**src/rtl/rsl_pkg.sv**
```systemverilog
// Constants and types shared by the reset source and status logic
package rsl_pkg;
    // ************************************************************
    // Register map (byte addresses, one 32-bit word each)
    // ************************************************************
    localparam logic [7:0] ADR_CAUSE = 8'h00;
    localparam logic [7:0] ADR_DBGCTL = 8'h04;
    localparam logic [7:0] ADR_WDCTL = 8'h08;
    localparam logic [7:0] ADR_IRQ_STAT = 8'h0C;
    localparam logic [7:0] ADR_IRQ_MASK = 8'h10;

    // ************************************************************
    // Field positions and reset values
    // ************************************************************
    localparam int DBG_RST_BIT = 0;
    localparam int WD_RSTEN_BIT = 0;
    localparam int WD_POR_BIT = 7;
    localparam logic WD_RSTEN_RST = 1'b1;
    localparam int EV_POR = 0;
    localparam int EV_WDT = 1;
    localparam int EV_PIN = 2;
    localparam int EV_STOP = 3;
    localparam int EV_DBG = 4;
    localparam int EV_N = 5;
    localparam logic [15:0] RESET_VEC = 16'h0002;

    // ************************************************************
    // Timing
    // ************************************************************
    localparam int CLK_KHZ = 10000;
    localparam int POR_US = 1000;
    localparam int POR_XTAL_US = 5000;
    localparam int POR_CYC = POR_US * CLK_KHZ / 1000;
    localparam int POR_XTAL_CYC = POR_XTAL_US * CLK_KHZ / 1000;
    localparam logic [1:0] PIN_MIN_CYC = 2'h3;

    // Cause flags: ext in bit 0, watchdog in bit 1, stop in bit 2
    typedef struct packed {
        logic stop_rec;
        logic wdt;
        logic pin_reset_flag;
    } rsl_cause_t;

    typedef enum logic [1:0] {
        S_HOLD,
        S_DELAY,
        S_FETCH,
        S_RUN
    } rsl_state_t;
endpackage

```
**src/rtl/rsl_top.sv**
```systemverilog
// Reset sequencing, reset-cause flags and their Wishbone registers
// How it works
// RULE1: pin pulses under three clocks ignored
// RULE2: watchdog timeout resets when reset-enabled
// RULE3: debug control bit 0 resets; debugger survives
// RULE4: stop mode: filtered pin, debug pin reset
// RULE5: core held until power-on counter expires
// RULE6: crystal enable selects longer power-on delay
// RULE7: after release, processor fetches reset vector
// RULE8: reset vector 0002H, highest vector priority
// RULE9: power-on flag set after every power-on
// RULE10: stop recovery sets stop flag
// RULE11: stop flag cleared by power-on, running timeout
// RULE12: cause register read clears three flags
// RULE13: timeout sets watchdog flag; power-on, pin recovery clear
// RULE14: software reads causes before clearing watchdog
// RULE15: pin reset sets pin flag; cleared likewise
// RULE16: reset pin synchronised before width counting
// RULE17: reserved bits read zero, clear only flags
`timescale 1ns/1ps
module rsl_top
    import rsl_pkg::*;
#(
    parameter int POR_CYCLES = POR_CYC,
    parameter int POR_XTAL_CYCLES = POR_XTAL_CYC
) (
    input wire logic clk_i,
    input wire logic rst_i,
    input wire logic ce_i,
    input wire logic wb_cyc_i,
    input wire logic wb_stb_i,
    input wire logic wb_we_i,
    input wire logic [7:0] wb_adr_i,
    input wire logic [3:0] wb_sel_i,
    input wire logic [31:0] wb_dat_i,
    output logic [31:0] wb_dat_o,
    output logic wb_ack_o,
    input wire logic por_i,
    input wire logic xtal_en_i,
    input wire logic stop_mode_i,
    input wire logic pin_reset_n_i,
    input wire logic stop_pin_reset_n_i,
    input wire logic debug_pin_i,
    input wire logic wdt_timeout_i,
    input wire logic stop_rec_i,
    input wire logic stop_rec_pin_i,
    input wire logic trap_req_i,
    input wire logic [15:0] trap_vec_i,
    output logic sys_rst_o,
    output logic vec_req_o,
    output logic [15:0] vec_addr_o,
    output logic irq_o
);
    // ************************************************************
    // State
    // ************************************************************
    rsl_state_t state, next_state;
    logic [15:0] cnt, next_cnt;
    logic pin_meta, pin_sync, next_pin_meta, next_pin_sync;
    logic [1:0] pin_cnt, next_pin_cnt;
    rsl_cause_t cause, next_cause;
    logic por_flag, next_por_flag;
    logic wd_rst_en, next_wd_rst_en;
    logic dbg_rst, next_dbg_rst;
    logic [EV_N-1:0] irq_stat, next_irq_stat;
    logic [EV_N-1:0] irq_mask, next_irq_mask;
    logic [31:0] next_dat;
    logic next_ack, next_sys_rst, next_vec_req, next_irq;
    logic [15:0] next_vec_addr;

    logic acc, wr, rd, pin_hit, pin_hold, stop_hit, wdt_hit, src;
    logic [15:0] limit;
    logic [EV_N-1:0] ev, w1c;

    // ************************************************************
    // Reset sources
    // ************************************************************
    always_comb begin
        // Pin is asynchronous to the clock, so it is synchronised first
        next_pin_meta = pin_reset_n_i; // [RULE16]
        next_pin_sync = pin_meta; // [RULE16]
        if (pin_sync || stop_mode_i) begin
            next_pin_cnt = 2'h0;
        end else if (pin_cnt != PIN_MIN_CYC) begin
            next_pin_cnt = pin_cnt + 2'h1; // [RULE1]
        end else begin
            next_pin_cnt = pin_cnt;
        end
    end

    // Fires on the third consecutive low sample, never on shorter ones
    assign pin_hit = !pin_sync && !stop_mode_i
        && (pin_cnt == PIN_MIN_CYC - 2'h1); // [RULE1]

    // A pin still held low keeps the delay counter from running out
    assign pin_hold = !pin_sync && !stop_mode_i
        && (pin_cnt == PIN_MIN_CYC); // [RULE1]
    // The analog filter ahead of this input already dropped short pulses
    assign stop_hit = stop_mode_i
        && (!stop_pin_reset_n_i || !debug_pin_i); // [RULE4]
    assign wdt_hit = wdt_timeout_i && wd_rst_en && !stop_mode_i; // [RULE2]
    assign src = pin_hit || stop_hit || wdt_hit || dbg_rst; // [RULE3]
    // Crystal start-up needs the longer wait
    assign limit = xtal_en_i ? 16'(POR_XTAL_CYCLES - 1)
                             : 16'(POR_CYCLES - 1); // [RULE6]

    // ************************************************************
    // Sequencer
    // ************************************************************
    always_comb begin
        next_state = state;
        next_cnt = cnt;
        unique case (state)
            S_HOLD: begin
                // Power-on or brownout holds everything until supply is good
                next_cnt = 16'h0000;
                if (!por_i) begin
                    next_state = S_DELAY;
                end
            end
            S_DELAY: begin
                if (src || pin_hold) begin
                    next_cnt = 16'h0000;
                end else if (cnt >= limit) begin
                    next_state = S_FETCH; // [RULE5]
                end else begin
                    next_cnt = cnt + 16'h0001; // [RULE5]
                end
            end
            S_FETCH: begin
                // A one-cycle source landing in the fetch cycle is not lost
                if (src) begin
                    next_state = S_DELAY;
                    next_cnt = 16'h0000;
                end else begin
                    next_state = S_RUN; // [RULE7]
                end
            end
            S_RUN: begin
                if (src) begin
                    next_state = S_DELAY;
                    next_cnt = 16'h0000;
                end
            end
        endcase
        if (por_i) begin
            next_state = S_HOLD; // [RULE5]
        end
        next_sys_rst = (next_state == S_HOLD)
            || (next_state == S_DELAY); // [RULE5]
        // Traps are honoured only while running, never in the fetch cycle
        // Reset vector wins over any trap request in the same cycle
        next_vec_req = (next_state == S_FETCH)
            || (trap_req_i && state == S_RUN
                && next_state == S_RUN); // [RULE8]
        next_vec_addr = (next_state == S_FETCH) ? RESET_VEC
                                                : trap_vec_i; // [RULE8]
    end

    // ************************************************************
    // Registers and Wishbone slave
    // ************************************************************
    // Ack is registered, so each access sees one wait state
    // Register bits sit in the low byte lane, so sel[0] gates writes
    assign acc = wb_cyc_i && wb_stb_i && !wb_ack_o;
    assign wr = acc && wb_we_i && wb_sel_i[0];
    assign rd = acc && !wb_we_i;

    // Interrupt events mirror the reset causes
    always_comb begin
        ev = '0;
        ev[EV_POR] = por_i;
        ev[EV_WDT] = wdt_timeout_i;
        ev[EV_PIN] = pin_hit || (stop_mode_i && !stop_pin_reset_n_i);
        ev[EV_STOP] = stop_rec_i;
        ev[EV_DBG] = dbg_rst;
        w1c = '0;
        if (wr && wb_adr_i == ADR_IRQ_STAT) begin
            w1c = wb_dat_i[EV_N-1:0];
        end
    end

    always_comb begin
        next_cause = cause;
        next_por_flag = por_flag;
        next_wd_rst_en = wd_rst_en;
        next_dbg_rst = dbg_rst;
        next_irq_mask = irq_mask;
        next_ack = acc;
        next_dat = 32'h0000_0000; // [RULE17]
        // Clears first, so that a same-cycle event below wins
        if (rd && wb_adr_i == ADR_CAUSE) begin
            next_cause = '0; // [RULE12]
        end
        if (stop_rec_i && stop_rec_pin_i) begin
            next_cause.wdt = 1'b0; // [RULE13]
            next_cause.pin_reset_flag = 1'b0; // [RULE15]
        end
        if (wdt_timeout_i && !stop_mode_i) begin
            next_cause.stop_rec = 1'b0; // [RULE11]
        end
        if (wdt_timeout_i) begin
            next_cause.wdt = 1'b1; // [RULE13]
        end
        if (stop_rec_i) begin
            next_cause.stop_rec = 1'b1; // [RULE10]
        end
        if (ev[EV_PIN]) begin
            next_cause.pin_reset_flag = 1'b1; // [RULE15]
        end
        // Self-clears once the system reset it asked for is under way
        if (dbg_rst && state != S_RUN) begin
            next_dbg_rst = 1'b0;
        end
        if (wr) begin
            unique case (wb_adr_i)
                ADR_DBGCTL: begin
                    if (wb_dat_i[DBG_RST_BIT]) begin
                        next_dbg_rst = 1'b1; // [RULE3]
                    end
                end
                ADR_WDCTL: begin
                    // Bit 7 is write-one-to-clear, bit 0 plain read-write
                    next_wd_rst_en = wb_dat_i[WD_RSTEN_BIT];
                    if (wb_dat_i[WD_POR_BIT]) begin
                        next_por_flag = 1'b0;
                    end
                end
                ADR_IRQ_MASK: begin
                    next_irq_mask = wb_dat_i[EV_N-1:0];
                end
                default: begin
                end
            endcase
        end
        if (por_i) begin
            next_cause = '0; // [RULE11] [RULE13] [RULE15]
            next_por_flag = 1'b1; // [RULE9]
        end
        if (rd) begin
            unique case (wb_adr_i)
                ADR_CAUSE: next_dat[2:0] = cause; // [RULE17]
                ADR_DBGCTL: next_dat[DBG_RST_BIT] = dbg_rst;
                ADR_WDCTL: begin
                    next_dat[WD_RSTEN_BIT] = wd_rst_en;
                    next_dat[WD_POR_BIT] = por_flag; // [RULE9]
                end
                ADR_IRQ_STAT: next_dat[EV_N-1:0] = irq_stat;
                ADR_IRQ_MASK: next_dat[EV_N-1:0] = irq_mask;
                default: next_dat = 32'h0000_0000;
            endcase
        end
        // Built from next values, so the level tracks its own flops
        next_irq_stat = (irq_stat & ~w1c) | ev;
        next_irq = |(next_irq_stat & next_irq_mask);
    end

    // ************************************************************
    // Flip-flops
    // ************************************************************
    // The debug control bit clears only on rst_i or by its own self-clear, so the debugger
    // keeps its state across the system resets it requests
    always_ff @(posedge clk_i) begin
        if (rst_i) begin
            state <= S_HOLD;
            cnt <= 16'h0000;
            pin_meta <= 1'b1;
            pin_sync <= 1'b1;
            pin_cnt <= 2'h0;
            cause <= '0;
            por_flag <= 1'b1;
            wd_rst_en <= WD_RSTEN_RST;
            dbg_rst <= 1'b0;
            irq_stat <= '0;
            irq_mask <= '0;
            wb_dat_o <= 32'h0000_0000;
            wb_ack_o <= 1'b0;
            sys_rst_o <= 1'b1;
            vec_req_o <= 1'b0;
            vec_addr_o <= 16'h0000;
            irq_o <= 1'b0;
        end else if (ce_i) begin
            state <= next_state;
            cnt <= next_cnt;
            pin_meta <= next_pin_meta;
            pin_sync <= next_pin_sync;
            pin_cnt <= next_pin_cnt;
            cause <= next_cause;
            por_flag <= next_por_flag;
            wd_rst_en <= next_wd_rst_en;
            dbg_rst <= next_dbg_rst;
            irq_stat <= next_irq_stat;
            irq_mask <= next_irq_mask;
            wb_dat_o <= next_dat;
            wb_ack_o <= next_ack;
            sys_rst_o <= next_sys_rst;
            vec_req_o <= next_vec_req;
            vec_addr_o <= next_vec_addr;
            irq_o <= next_irq;
        end
    end
endmodule

```
**config.mk**
```make
export PLATFORM = sky130hd
export DESIGN_NAME = rsl_top
export DESIGN_NICKNAME = d
export VERILOG_FILES = /design/src/rtl/rsl_pkg.sv /design/src/rtl/rsl_top.sv
export SDC_FILE = /design/constraint.sdc
export NUM_CORES = 1
export LEC_CHECK = 0
export ABC_AREA = 1
export BUFFER_PORTS_ARGS = -buffer_cell sky130_fd_sc_hd__buf_2
export CAP_MARGIN = 20
export CORE_MARGIN = 5
export CORE_UTILIZATION = 55
export CTS_CLUSTER_DIAMETER = 60
export CTS_CLUSTER_SIZE = 12
export DETAILED_ROUTE_END_ITERATION = 8
export PLACE_DENSITY = 0.84
export SLEW_MARGIN = 10
export SYNTH_ARGS = -nofsm -noshare
export SYNTH_HDL_FRONTEND = slang
export SYNTH_SLANG_ARGS = --single-unit
```
**constraint.sdc**
```tcl
create_clock -name clk_i -period 4.38 [get_ports clk_i]
set_clock_uncertainty 0.15 [all_clocks]
set_input_delay 0.438 -clock clk_i [delete_from_list [all_inputs] [get_ports clk_i]]
set_output_delay 0.438 -clock clk_i [all_outputs]
set_load 0.02 [all_outputs]
```
== Word-level counts from Yosys, hierarchy flattened ==
Index checks and enable logic that the tools add are counted.

* Register bits: 90
* Bits of input ports: 76
* Output and inout bits: 52
* Logic and storage cells: 132

* Add/subtract/negate cells: 2
* $lt $le $gt $ge: 1
* Equal/unequal tests: 16
* Multiplexer cells: 37
* Bitwise gates (word level): 4
* Reduce and logical (&&, ||, !) cells: 53

{| class="wikitable"
|+ Operators by type and width
! operator !! count
|-
| $mux W16 || 5
|-
| $pmux W16 S3 || 1
|-
| $logic_and A1 B1 Y1 || 19
|-
| $add A16 B1 Y16 const B || 1
|-
| $eq A8 B4 Y1 const B || 2
|-
| $ge A16 B16 Y1 || 1
|-
| $mux W2 || 8
|-
| $mux W5 || 3
|-
| $mux W1 || 13
|-
| $eq A2 B2 Y1 const B || 6
|-
| $reduce_bool A4 Y1 || 3
|-
| $and A5 B5 Y5 || 2
|-
| $logic_or A1 B1 Y1 || 9
|-
| $eq A8 B3 Y1 const B || 1
|-
| $eq A8 B5 Y1 const B || 1
|-
| $logic_not A8 Y1 || 1
|-
| $mux W8 || 1
|-
| $pmux W2 S4 || 1
|-
| $reduce_and A2 Y1 || 4
|-
| $reduce_bool A2 Y1 || 4
|-
| $logic_not A1 Y1 || 6
|-
| $mux W3 || 2
|-
| $pmux W2 S3 || 1
|-
| $reduce_and A3 Y1 || 2
|-
| other kinds (13) || 16
|}

== Longest topological paths before layout ==
Gate-level depths: netlist of the first run.

* Depth after elaboration: 13
* Depth in mapped cells: 13
* Gate-level depth less buffers: 13

== Least setup slack after synthesis of the first run ==
Ideal clock, no wire load.

* Path kind: input to register
* Start: in xtal_en_i
* End: reg cnt[11]
* Setup time: 0.070 ns
* Data arrival time: 1.709 ns
* Data required time: 4.160 ns
* Path slack: 2.451 ns
* Stages: 12
* Buffers on the path: 1
* Cell sequence: inv_1 -> ha_1 -> nand2_1 -> inv_1 -> nand3_1 -> nor2_1 -> nor2_1 -> nand2_2 -> a21oi_2 -> buf_4 -> nand3_1 -> a21oi_1

* Longest elaborated chain between the ends: 4

{| class="wikitable"
|+ RTL lines
! item !! line !! source
|-
| from (decl) || rsl_top.sv:39 || <nowiki>input wire logic xtal_en_i,</nowiki>
|-
| $mux W16 || rsl_top.sv:104 || <nowiki>assign limit = xtal_en_i ? 16'(POR_XTAL_CYCLES - 1)</nowiki>
|-
| $ge A16 B16 Y1 || rsl_top.sv:124 || <nowiki>end else if (cnt >= limit) begin</nowiki>
|-
| $ne A3 B3 Y1 (no source line) || -- ||
|-
| $reduce_and A3 Y1 (no source line) || -- ||
|-
| to (signal assigned) || rsl_top.sv:284 || <nowiki>cnt <= next_cnt;</nowiki>
|-
| to (decl) || rsl_top.sv:58 || <nowiki>logic [15:0] cnt, next_cnt;</nowiki>
|}

No other way between the ends.
A chain may end at the register's enable or synchronous reset.

== Final worst setup path of the first run ==
* Start: reg wb_ack_o
* End: reg irq_o

* Longest elaborated chain between the ends: 11
* Elaborated cells on any way between the ends: 12
* Those cells by class: 2 x mux; 4 x bitwise; 6 x reduce/logical

{| class="wikitable"
|+ RTL lines
! item !! line !! source
|-
| from (decl) || rsl_top.sv:37 || <nowiki>output logic wb_ack_o,</nowiki>
|-
| from (signal assigned) || rsl_top.sv:295 || <nowiki>wb_ack_o <= next_ack;</nowiki>
|-
| $logic_not A1 Y1 * || rsl_top.sv:165 || <nowiki>assign acc = wb_cyc_i && wb_stb_i && !wb_ack_o;</nowiki>
|-
| $logic_and A1 B1 Y1 * || rsl_top.sv:165 ||
|-
| $logic_and A1 B1 Y1 * (2 in a row) || rsl_top.sv:166 || <nowiki>assign wr = acc && wb_we_i && wb_sel_i[0];</nowiki>
|-
| $logic_and A1 B1 Y1 || rsl_top.sv:178 || <nowiki>if (wr && wb_adr_i == ADR_IRQ_STAT) begin</nowiki>
|-
| $mux W5 || rsl_top.sv:178 ||
|-
| $not A5 Y5 || rsl_top.sv:254 || <nowiki>next_irq_stat = (irq_stat & ~w1c) | ev;</nowiki>
|-
| $and A5 B5 Y5 || rsl_top.sv:254 ||
|-
| $or A5 B5 Y5 || rsl_top.sv:254 ||
|-
| $and A5 B5 Y5 * || rsl_top.sv:255 || <nowiki>next_irq = |(next_irq_stat & next_irq_mask);</nowiki>
|-
| $reduce_or A5 Y1 * || rsl_top.sv:255 ||
|-
| to (signal assigned) || rsl_top.sv:299 || <nowiki>irq_o <= next_irq;</nowiki>
|-
| to (decl) || rsl_top.sv:52 || <nowiki>output logic irq_o</nowiki>
|}

Every way passes the cells marked *; elsewhere a longest branch is shown, timed or not.

==> metrics, run 1 <==
first-pass GRT wire length=16.0 mm; nature of the critical path endpoint=flip-flop; post-route worst setup slack=1.97 ns; clock tree from TritonCTS=yes; number of buffers inserted by port buffering=72; cell family contributing the most delay on the critical path=simple AND/OR/NAND/NOR gates; post-cts repair resize count=0; Ys Warns=0; final-report hold violation count=0; Initial Util=56.3%; number of failing setup endpoints in the final timing report=0; area of the multi-input gates=2080 sq um; root buffer selected by CTS=sky130_fd_sc_hd__clkbuf_8; Die Y-Extent=93.2 um; most area-hungry cell type in the Yosys netlist=sky130_fd_sc_hd__dfxtp_1; CORE AREA=6760 sq um; remaining antenna violation count=0; class of the most critical hold timing path=primary input to flip-flop; period utilisation layout=55.0%; fill cell total of the finished layout=588; synthesis-to-finish area growth=12.6%; Die Wd=93.2 um; Post-Syn Area=3800 sq um; f_max=415 MHz; number of sinks driven by the clock tree=64; summed negative setup slack over all endpoints=0 ns; DRC errors left=0; routed wirelength normalized by instance count=12.9 um; Max FO, Critical Path=12; global placement routability congestion=0.903; count of inserted antenna diode cells=0; endpoint arrival time on the critical path=2.50 ns; Worst Setup Start Kind=flip-flop; Slew @ Worst Pin=0.819 ns; synthesized instance count=592; RSZ-0062 raised after global routing=false; buffer count from post-CTS setup fixing=0; count of cell types in the netlist=36; Async SR Flop Fraction=0%; power per cell area=304 nW/um^2; static leakage=0.00200 uW; Via-to-Cell Ratio=5.33; cell count along the critical path=9; final slew viol count=0; cell types occupying the most area after synthesis=sky130_fd_sc_hd__dfxtp_1, sky130_fd_sc_hd__nand2_1, sky130_fd_sc_hd__nand3_1; largest stage delay on the critical path=0.66 ns; status=complete, no violations; Remaining Overflow, GRT=0; clock buffer depth=2; flop and latch count out of synthesis=64; number of enable-type register cells in the synthesized netlist=0; count of cells along the worst hold path=3; fraction of layout instances using a drive strength above 1=16.2%; Slew HR=45.2%; most common library cell in the layout ignoring fill and taps=sky130_fd_sc_hd__nand2_1; Post-Place Setup Slack=1.90 ns; Register Area=1280 sq um; insertion delay of the later-clocked pin in the worst-skew pair=0.35 ns; number of vias in the routed layout=3937; placement row count=30; number of global-route vias before repair=3647; sequential element share of the synthesized area=33.7%; estimated wirelength of the detail-placed design=6.83 mm; critical path, cell by cell=nand3b_1, nor2_1, nand2_1, o21ai_0, inv_1, nand2_1, nand2_1, nor2_1, nor2_1; I/O pin total=128; maximum level of the CTS H-tree=3; dominant synthesized flop cell=sky130_fd_sc_hd__dfxtp_1; number of buffer and inverter stages on the critical path=1; capture instance of the worst register-to-register path=irq_o; number of max-cap violations=0; number of hold buffers added after cts=0; slowest cell on the critical path=sky130_fd_sc_hd__nor2_1; worst setup path endpoint=irq_o; post-layout utilization of the core=63.4%; number of design-rule violations left by the first detailed-router iteration=320; highest-count cells in the layout ignoring fill and taps=sky130_fd_sc_hd__nand2_1, sky130_fd_sc_hd__buf_2, sky130_fd_sc_hd__dfxtp_1, sky130_fd_sc_hd__nand3_1, sky130_fd_sc_hd__inv_1; clock period minus final worst setup slack=2.41 ns; clock slew at reported path FFs=0.08 ns; count of TritonRoute iterations in the first routing pass=5; post-synthesis average cell area=6.43 sq um; Worst Path Class, Setup=flip-flop to flip-flop; number of buffers inserted during clock tree synthesis=9; final hold slack=0.155 ns; Max rail drop VDD=0.251 mV; maximum number of pins on one net before global-route repair=59; required time of the worst setup path=4.47 ns; sum of routed wire length over all layers=9.50 mm; initial antenna violation count=0; Crit Reg-Reg Startpoint=wb_ack_o; Net count, final=738; Critical Path Source=wb_ack_o; Total Die Area=8680 sq um; register-to-register path setup slack=1.97 ns; top-area cell type share of the netlist area=33.7%; count of cells along the worst register-to-register path=9; total global routing track utilization=22.3%
## worst min path at each step
stage                     slack [ns]           from       endpoint
after floorplan                 0.28  next_pin_sync  next_pin_sync
after global placement          0.29  next_pin_sync  next_pin_sync
after detailed placement        0.30  next_pin_sync  next_pin_sync
after CTS                       0.14  pin_reset_n_i  next_pin_sync
after global routing            0.14  pin_reset_n_i  next_pin_sync
final                           0.16  pin_reset_n_i  next_pin_sync
## cell families (layout without fill, tap and decap cells)
logic type / after synthesis / after routing / synth area share, %
other: 1 / 26 / 0.0986
adders and majority gates: 8 / 8 / 2.63
AOI/OAI and AO/OA: 87 / 87 / 12.2
DFF: 64 / 64 / 33.7
xor gates and xnor gates: 4 / 4 / 0.921
and+or+nand+nor: 316 / 316 / 36.5
buffers and inverters: 112 / 154 / 14.0
## state kept, by name, summed over array words and instances, names as in the netlist, 2 cells and up
signal      flops
cause           3
cnt            16
irq_mask        5
irq_stat        5
pin_cnt         2
state           2
vec_addr_o     16
wb_dat_o        6
## Yosys cell counts (2+ instances only)
cell                         n
sky130_fd_sc_hd__nand3_1    61
sky130_fd_sc_hd__nor3_1     13
sky130_fd_sc_hd__nand4_1     8
sky130_fd_sc_hd__ha_1        8
sky130_fd_sc_hd__xor2_1      3
sky130_fd_sc_hd__nor2_4      4
sky130_fd_sc_hd__a21oi_1    55
sky130_fd_sc_hd__clkbuf_1   13
sky130_fd_sc_hd__inv_2       5
sky130_fd_sc_hd__nand2_2     2
sky130_fd_sc_hd__buf_4      27
sky130_fd_sc_hd__buf_1       4
sky130_fd_sc_hd__dfxtp_1    64
sky130_fd_sc_hd__inv_1      59
sky130_fd_sc_hd__buf_2       3
sky130_fd_sc_hd__nand2_1   169
sky130_fd_sc_hd__nor2_1     48
sky130_fd_sc_hd__nand3b_1    4
sky130_fd_sc_hd__o211ai_1    3
sky130_fd_sc_hd__o21ai_0    20
sky130_fd_sc_hd__a31oi_1     4
## routing by layer
layer	share of wire, %	vias to the layer above	GRT usage [%]
li1	-	1981	-
met4	1.1	0	5.98
met5	0	-	0
met1	44	1803	27.3
met3	7.6	12	6.44
met2	48	141	38.3
## final cells by class
cell class | count | area share [%]
well taps | 80 | 2.34
clock inverters | 7 | 1.87
flip-flops and latches | 64 | 29.9
clock buffers | 9 | 2.89
inverters | 64 | 5.61
multi-input cells | 441 | 48.6
repair buffers | 74 | 8.76
## report_power, final
| group | switching [uW] | leakage (uW) | internal, uW |
|---|---|---|---|
| Combinational | 115 | 0.00138 | 49.7 |
| Clock | 256 | 0.0000964 | 268 |
| Sequential | 11.4 | 0.000523 | 602 |
| Total | 383 | 0.00200 | 920 |
## stage by stage
step	total power, uW	cells	cell area (sq um)
2_1_floorplan	755	617	3900
3_3_place_gp	784	723	4080
3_5_place_dp	789	723	4080
4_1_cts	1310	739	4290
5_1_grt	1360	739	4290
6_report	1300	739	4290
## worst reg2reg max path: stages (launching register included)
cell and delay [ns]:
sky130_fd_sc_hd__dfxtp_1 0.33, sky130_fd_sc_hd__nand3b_1 0.23, sky130_fd_sc_hd__nor2_1 0.66, sky130_fd_sc_hd__nand2_1 0.32, sky130_fd_sc_hd__o21ai_0 0.29, sky130_fd_sc_hd__inv_1 0.06, sky130_fd_sc_hd__nand2_1 0.06, sky130_fd_sc_hd__nand2_1 0.04
sky130_fd_sc_hd__nor2_1 0.11, sky130_fd_sc_hd__nor2_1 0.05
(Power assumes the default switching activity.)
==> inputs of run 2 (changes only) <==
Settings changed: CORE_UTILIZATION 55 to 51, PLACE_DENSITY 0.84 to 0.79.
Clock period 4.38 ns to 2.3 ns, I/O delays scaled along.
==> metrics, run 2 (synthesized netlist as in run 1, its figures left out) <==
clock tree from TritonCTS=yes (unchanged); Die Y-Extent=96.4 um (was 93.2 um); nature of the critical path endpoint=flip-flop (unchanged); proportion of power drawn by the clock network=40.1% (was 40.3%); required time of the worst setup path=2.41 ns (was 4.47 ns); routed wirelength normalized by instance count=12.9 um (about the same); slowest cell on the critical path=sky130_fd_sc_hd__dfxtp_1 (was sky130_fd_sc_hd__nor2_1); final slew viol count=0 (unchanged); critical path, cell by cell=ha_1, nand2_2, nor2_4, nand3_1, nand2_1, nand2_1, nand2_2, nand2_4, nand3_4, nand2_1, a21oi_1 (was nand3b_1, nor2_1, nand2_1, o21ai_0, inv_1, nand2_1, nand2_1, nor2_1, nor2_1); non-filler cells in the finished layout=779 (was 739); endpoint arrival time on the critical path=2.20 ns (was 2.50 ns); instance count after placement with tap cells included=748 (was 723); period utilisation layout=90.8% (was 55.0%); number of design-rule violations left by the first detailed-router iteration=231 (was 320); fill cell total of the finished layout=676 (was 588); Worst Path Class, Setup=flip-flop to flip-flop (unchanged); largest registers in the final layout=cnt: 16 flops, vec_addr_o: 16 flops, wb_dat_o: 6 flops (unchanged); largest stage delay on the critical path=0.45 ns (was 0.66 ns); Worst Setup Start Kind=flip-flop (unchanged); Max rail drop VDD=0.505 mV (was 0.251 mV); area of the multi-input gates=2090 sq um (was 2080 sq um); Logic pwr share=13.6% (was 12.6%); Via-to-Cell Ratio=5.20 (was 5.33); DRC errors left=0 (unchanged); Remaining Overflow, GRT=0 (unchanged); count of inserted antenna diode cells=0 (unchanged); Post-Place Setup Slack=0.152 ns (was 1.90 ns); Initial Util=52.5% (was 56.3%); class of the most critical hold timing path=primary input to flip-flop (unchanged); root buffer selected by CTS=sky130_fd_sc_hd__clkbuf_8 (unchanged); number of max-cap violations=0 (unchanged); clock period minus final worst setup slack=2.09 ns (was 2.41 ns); first-pass GRT wire length=16.9 mm (was 16.0 mm); part of the total power dissipated in sequential elements=46.3% (was 47.1%); clock slew at reported path FFs=0.08 ns (about the same); Slew @ Worst Pin=0.532 ns (was 0.819 ns); initial antenna violation count=0 (unchanged); Total Die Area=9290 sq um (was 8680 sq um); Die Wd=96.4 um (was 93.2 um); insertion delay of the later-clocked pin in the worst-skew pair=0.35 ns (about the same); count of cells along the worst hold path=3 (unchanged); Slew HR=64.5% (was 45.2%); post-route worst setup slack=0.213 ns (was 1.97 ns); number of buffers inserted during clock tree synthesis=9 (unchanged); cell family contributing the most delay on the critical path=simple AND/OR/NAND/NOR gates (unchanged); Register Area=1280 sq um (unchanged); synthesis-to-finish area growth=18.9% (was 12.6%); global placement routability congestion=0.873 (was 0.903); estimated wirelength of the detail-placed design=7.07 mm (was 6.83 mm); count of cells along the worst register-to-register path=11 (was 9); RSZ-0062 raised after global routing=false (unchanged); buffer count from post-CTS setup fixing=0 (unchanged); remaining antenna violation count=0 (unchanged); static leakage=0.00209 uW (was 0.00200 uW); most common library cell in the layout ignoring fill and taps=sky130_fd_sc_hd__nand2_1 (unchanged); maximum number of pins on one net before global-route repair=59 (unchanged); number of sinks driven by the clock tree=64 (unchanged); sum of routed wire length over all layers=10.0 mm (was 9.50 mm); final-report hold violation count=0 (unchanged); cell internal pwr=1770 uW (was 920 uW); clock buffer depth=2 (unchanged); number of global-route vias before repair=3901 (was 3647); Net count, final=759 (was 738); CORE AREA=7250 sq um (was 6760 sq um); Most common cell on crit path=sky130_fd_sc_hd__nand2_1; Max FO, Critical Path=16 (was 12); highest-count cells in the layout ignoring fill and taps=sky130_fd_sc_hd__nand2_1, sky130_fd_sc_hd__buf_2, sky130_fd_sc_hd__dfxtp_1, sky130_fd_sc_hd__nand3_1, sky130_fd_sc_hd__inv_1 (unchanged); number of failing setup endpoints in the final timing report=0 (unchanged); switching portion of total power=29.7% (was 29.4%); I/O pin total=128 (unchanged); status=complete, no violations (unchanged); number of buffer and inverter stages on the critical path=0 (was 1); count of TritonRoute iterations in the first routing pass=6 (was 5); cell count along the critical path=11 (was 9); summed negative setup slack over all endpoints=0 ns (unchanged); placement row count=31 (was 30); maximum level of the CTS H-tree=3 (unchanged); number of buffers inserted by port buffering=72 (unchanged); f_max=479 MHz (was 415 MHz); Psw=749 uW (was 383 uW); number of vias in the routed layout=4052 (was 3937); total global routing track utilization=22.9% (was 22.3%); power per cell area=558 nW/um^2 (was 304 nW/um^2); fraction of layout instances using a drive strength above 1=16.6% (was 16.2%)
[run 2: cell count changes in the layout (fill, tap and decap cells not counted)]
cell | before | now
sky130_fd_sc_hd__buf_12 | 0 | 1
sky130_fd_sc_hd__buf_4 | 2 | 7
sky130_fd_sc_hd__dlygate4sd3_1 | 0 | 15
sky130_fd_sc_hd__nand3_2 | 1 | 0
sky130_fd_sc_hd__nand3_4 | 1 | 2
[run 2: area by class of cell]
cell class	count	area share [%]
Clock inverter	7	1.77
Inverter	64	5.31
Tap cell	99	2.74
Sequential cell	64	28.3
Timing Repair Buffer	95	12.9
Multi-Input combinational cell	441	46.2
Clock buffer	9	2.74
[run 2: worst reg2reg max path, cell delays in order, from the launching register on]
cell and delay, ns:
sky130_fd_sc_hd__dfxtp_1 0.45, sky130_fd_sc_hd__ha_1 0.26, sky130_fd_sc_hd__nand2_2 0.08, sky130_fd_sc_hd__nor2_4 0.16
sky130_fd_sc_hd__nand3_1 0.09, sky130_fd_sc_hd__nand2_1 0.07, sky130_fd_sc_hd__nand2_1 0.06, sky130_fd_sc_hd__nand2_2 0.15
sky130_fd_sc_hd__nand2_4 0.11, sky130_fd_sc_hd__nand3_4 0.18, sky130_fd_sc_hd__nand2_1 0.09, sky130_fd_sc_hd__a21oi_1 0.15
[run 2: path summary, 6_finish.rpt]
| path | to | start | slack (ns) |
|---|---|---|---|
| max | cnt[2] | cnt[0] | 0.21 |
| min | vec_addr_o[1] | trap_vec_i[1] | 0.009 |
| max reg2reg | cnt[2] | cnt[0] | 0.21 |
| min reg2reg | vec_addr_o[0] | vec_addr_o[0] | 0.32 |
[run 2: timing repair]
action / 4_1_cts / 5_1_grt
endpoints found under the hold margin: 15 / 0
hold buffers: 15 / 0
setup endpoints to repair: 0 / 15
gates resized for setup: 0 / 1
[run 2: per-layer routing]
metal | GRT usage [%] | up-vias | wire length [um]
li1 | - | 2018 | -
met1 | 27.3 | 1878 | 4300
met2 | 39.0 | 138 | 4870
met3 | 5.03 | 18 | 696
met4 | 10.9 | 0 | 179
met5 | 0 | - | 0
[run 2: through the flow]
step                      instance area (sq um)  utilization, %  hold slack [ns]  power [uW]
after floorplan                            3900               -            0.206        1440
after global placement                     4160            57.4            0.290        1500
after detailed placement                   4160            57.4            0.301        1510
after CTS                                  4520            62.3         0.000106        2530
after global routing                       4520            62.4           0.0273        2640
final                                      4520            62.4          0.00917        2520
[run 2: power groups by stage]
stage          clock network [uW]  registers, uW  logic, uW
6_report                     1010           1170        344
5_1_grt                      1080           1170        384
4_1_cts                      1020           1170        339
3_5_place_dp                    0           1190        319
3_3_place_gp                    0           1190        310
2_1_floorplan                   0           1210        225
==> inputs of run 3 (changes only) <==
Settings changed: ABC_AREA 1 to default, CORE_UTILIZATION 51 to 49, PLACE_DENSITY 0.79 to 0.78.
==> metrics, run 3 <==
number of buffers inserted by port buffering=72 (unchanged); Crit Reg-Reg Startpoint=cnt[1] (was cnt[0]); global placement routability congestion=0.901 (was 0.873); cell count along the critical path=8 (was 11); Ys Warns=0 (unchanged); number of enable-type register cells in the synthesized netlist=0 (unchanged); root buffer selected by CTS=sky130_fd_sc_hd__clkbuf_8 (unchanged); Psw=660 uW (was 749 uW); highest-count cells in the layout ignoring fill and taps=sky130_fd_sc_hd__buf_2, sky130_fd_sc_hd__dfxtp_1, sky130_fd_sc_hd__nor2_1, sky130_fd_sc_hd__nand2_1, sky130_fd_sc_hd__a21oi_1 (was sky130_fd_sc_hd__nand2_1, sky130_fd_sc_hd__buf_2, sky130_fd_sc_hd__dfxtp_1, sky130_fd_sc_hd__nand3_1, sky130_fd_sc_hd__inv_1); Post-Syn Area=3350 sq um (was 3800 sq um); sequential element share of the synthesized area=38.3% (was 33.7%); Remaining Overflow, GRT=0 (unchanged); fraction of layout instances using a drive strength above 1=27.8% (was 16.6%); clock tree from TritonCTS=yes (unchanged); fill cell total of the finished layout=549 (was 676); capture instance of the worst register-to-register path=vec_addr_o[13] (was cnt[2]); power per cell area=559 nW/um^2 (was 558 nW/um^2); top-area cell type share of the netlist area=38.3% (was 33.7%); remaining antenna violation count=0 (unchanged); status=finished with violations (was complete, no violations); number of vias in the routed layout=3311 (was 4052); non-filler cells in the finished layout=590 (was 779); insertion delay of the later-clocked pin in the worst-skew pair=0.33 ns (was 0.35 ns); Net count, final=589 (was 759); post-synthesis average cell area=8.48 sq um (was 6.43 sq um); number of global-route vias before repair=3139 (was 3901); number of max-cap violations=0 (unchanged); I/O pin total=128 (unchanged); proportion of power drawn by the clock network=39.2% (was 40.1%); post-route worst setup slack=-0.0570 ns (was 0.213 ns); estimated wirelength of the detail-placed design=6.26 mm (was 7.07 mm); RSZ-0062 raised after global routing=true (was false); Worst Setup Start Kind=flip-flop (unchanged); Post-Place Setup Slack=-0.154 ns (was 0.152 ns); static leakage=0.00179 uW (was 0.00209 uW); most repeated cell in the gate-level netlist after synthesis=sky130_fd_sc_hd__dfxtp_1 (was sky130_fd_sc_hd__nand2_1); part of the total power dissipated in sequential elements=47.8% (was 46.3%); failing checks=negative setup slack; count of inserted antenna diode cells=0 (unchanged); final-report hold violation count=0 (unchanged); Die Wd=92.7 um (was 96.4 um); first-pass GRT wire length=14.5 mm (was 16.9 mm); Async SR Flop Fraction=0% (unchanged); Initial Util=49.8% (was 52.5%); initial antenna violation count=0 (unchanged); number of buffers inserted during clock tree synthesis=9 (unchanged); synthesis-to-finish area growth=29.3% (was 18.9%); register-to-register path setup slack=-0.06 ns (was 0.21 ns); cell internal pwr=1760 uW (was 1770 uW); required time of the worst setup path=2.43 ns (was 2.41 ns); flop and latch count out of synthesis=64 (unchanged); count of cells along the worst register-to-register path=8 (was 11); count of TritonRoute iterations in the first routing pass=5 (was 6); nature of the critical path endpoint=flip-flop (unchanged); instance count after placement with tap cells included=555 (was 748); critical path, cell by cell=ha_4, a311o_1, a211oi_2, o221ai_4, and2_4, a211oi_4, buf_12, a22o_1 (was ha_1, nand2_2, nor2_4, nand3_1, nand2_1, nand2_1, nand2_2, nand2_4, nand3_4, nand2_1, a21oi_1); synthesized instance count=395 (was 592); Slew HR=37.9% (was 64.5%); total global routing track utilization=20.8% (was 22.9%); CORE AREA=6720 sq um (was 7250 sq um); sum of routed wire length over all layers=9.23 mm (was 10.0 mm); Critical Path Source=cnt[1] (was cnt[0]); DRC errors left=0 (unchanged); endpoint arrival time on the critical path=2.48 ns (was 2.20 ns); largest registers in the final layout=cnt: 16 flops, vec_addr_o: 16 flops, wb_dat_o: 6 flops (unchanged); slowest cell on the critical path=sky130_fd_sc_hd__a311o_1 (was sky130_fd_sc_hd__dfxtp_1); placement row count=30 (was 31); dominant synthesized flop cell=sky130_fd_sc_hd__dfxtp_1 (unchanged); cell types occupying the most area after synthesis=sky130_fd_sc_hd__dfxtp_1, sky130_fd_sc_hd__buf_4, sky130_fd_sc_hd__nor2_1 (was sky130_fd_sc_hd__dfxtp_1, sky130_fd_sc_hd__nand2_1, sky130_fd_sc_hd__nand3_1); class of the most critical hold timing path=primary input to flip-flop (unchanged); Via-to-Cell Ratio=5.61 (was 5.20); Slew @ Worst Pin=0.929 ns (was 0.532 ns); switching portion of total power=27.3% (was 29.7%); most area-hungry cell type in the Yosys netlist=sky130_fd_sc_hd__dfxtp_1 (unchanged); Worst Path Class, Setup=flip-flop to flip-flop (unchanged); Max FO, Critical Path=15 (was 16); largest stage delay on the critical path=0.36 ns (was 0.45 ns); clock period minus final worst setup slack=2.36 ns (was 2.09 ns); maximum level of the CTS H-tree=3 (unchanged); commonest cells in the synthesized netlist=sky130_fd_sc_hd__dfxtp_1, sky130_fd_sc_hd__nor2_1, sky130_fd_sc_hd__nand2_1 (was sky130_fd_sc_hd__nand2_1, sky130_fd_sc_hd__dfxtp_1, sky130_fd_sc_hd__nand3_1); Max rail drop VDD=0.478 mV (was 0.505 mV); clock slew at reported path FFs=0.08 ns (about the same); number of buffer and inverter stages on the critical path=1 (was 0); number of failing setup endpoints in the final timing report=17 (was 0); cell family contributing the most delay on the critical path=compound AO/OA/AOI/OAI gates (was simple AND/OR/NAND/NOR gates); most common library cell in the layout ignoring fill and taps=sky130_fd_sc_hd__buf_2 (was sky130_fd_sc_hd__nand2_1); maximum number of pins on one net before global-route repair=28 (was 59); f_max=424 MHz (was 479 MHz); count of cell types in the netlist=59 (was 36); number of design-rule violations left by the first detailed-router iteration=189 (was 231); final slew viol count=0 (unchanged); period utilisation layout=102% (was 90.8%); number of sinks driven by the clock tree=64 (unchanged); Logic pwr share=13.0% (was 13.6%); worst setup path endpoint=vec_addr_o[13] (was cnt[2]); Die Y-Extent=92.7 um (was 96.4 um); Total Die Area=8590 sq um (was 9290 sq um); routed wirelength normalized by instance count=15.6 um (was 12.9 um); clock buffer depth=2 (unchanged)
[run 3: changes by cell type after synthesis, moves of 8 or more]
cell / change
sky130_fd_sc_hd__a22oi_1: +10
sky130_fd_sc_hd__nand2_1: -131
sky130_fd_sc_hd__mux2i_1: +8
sky130_fd_sc_hd__xnor2_1: +10
sky130_fd_sc_hd__a22o_1: +17
sky130_fd_sc_hd__a21oi_1: -26
sky130_fd_sc_hd__inv_1: -46
sky130_fd_sc_hd__nand3_1: -47
sky130_fd_sc_hd__o21ai_0: -10
[run 3: per-layer routing]
metal	share of wire, %	GRT usage, %	vias up
met4	2.0	7.08	0
met1	41	25.6	1555
met3	6.0	5.12	20
met5	0	0	-
li1	-	-	1596
met2	51	35.5	140
[run 3: how the worst min path moves through the flow]
stage	startpoint	cells past startpoint	slack [ns]	endpoint
floorplan	pin_reset_n_i	2	0.21	next_pin_sync
global placement	por_flag	1	0.29	por_flag
detailed placement	por_flag	1	0.30	por_flag
CTS	wb_dat_i[4]	3	0.008	irq_mask[4]
global route	wb_dat_i[7]	3	0.02	por_flag
finish	wb_dat_i[7]	3	0.02	por_flag
[run 3: timing repair]
action,in CTS,in global routing
endpoints found under the hold margin,17,0
endpoints found under the setup margin,20,35
resized for setup,6,13
hold buffers,17,0
pin swaps,12,2
setup buffers,2,0
[run 3: layout make-up]
class / instances / area, sq um / area share [%]
Clock buffer: 9 / 124 / 2.86
Clock inverter: 7 / 72.6 / 1.68
Inverter: 13 / 48.8 / 1.13
Multi-Input combinational cell: 303 / 1970 / 45.5
Sequential cell: 64 / 1280 / 29.7
Tap cell: 80 / 100 / 2.31
Timing Repair Buffer: 114 / 731 / 16.9
[run 3: logic make-up (layout without fill, tap and decap cells)]
kind of cell             Yosys count  in the layout  synth area share (%)
AND/OR/NAND/NOR                  144            144                  20.6
AO/OA/AOI/OAI                    106            106                  23.6
flip-flops                        64             64                  38.3
buffers and inverters             53            143                  9.16
XOR/XNOR                          11             11                  2.88
adder cells (fa/ha/maj)            8              8                  2.99
multiplexers                       8              8                  2.39
other                              1             26                 0.112
[run 3: worst reg2reg max path, cell delays in order (launching register included)]
cell	delay, ns
sky130_fd_sc_hd__dfxtp_2	0.34
sky130_fd_sc_hd__ha_4	0.16
sky130_fd_sc_hd__a311o_1	0.36
sky130_fd_sc_hd__a211oi_2	0.31
sky130_fd_sc_hd__o221ai_4	0.21
sky130_fd_sc_hd__and2_4	0.22
sky130_fd_sc_hd__a211oi_4	0.24
sky130_fd_sc_hd__buf_12	0.17
sky130_fd_sc_hd__a22o_1	0.15
[run 3: metrics by stage]
stage                     hold WS (ns)  power (uW)  utilization (%)  TNS (ns)  area [sq um]
final                           0.0193        2420             64.4    -0.656          4330
after detailed placement         0.298        1460             57.2     -2.57          3840
after global placement           0.291        1450             57.2     -1.65          3840
after global routing            0.0244        2510             64.4     -3.23          4330
after CTS                      0.00751        2420             63.3   -0.0687          4250
after floorplan                  0.208        1380                -         0          3460
[run 3: power by group through the flow]
stage | Combinational (uW) | Sequential (uW) | Clock (uW)
2_1_floorplan | 177 | 1200 | 0
3_3_place_gp | 273 | 1180 | 0
3_5_place_dp | 278 | 1180 | 0
4_1_cts | 303 | 1160 | 964
5_1_grt | 341 | 1160 | 1010
6_report | 316 | 1160 | 948
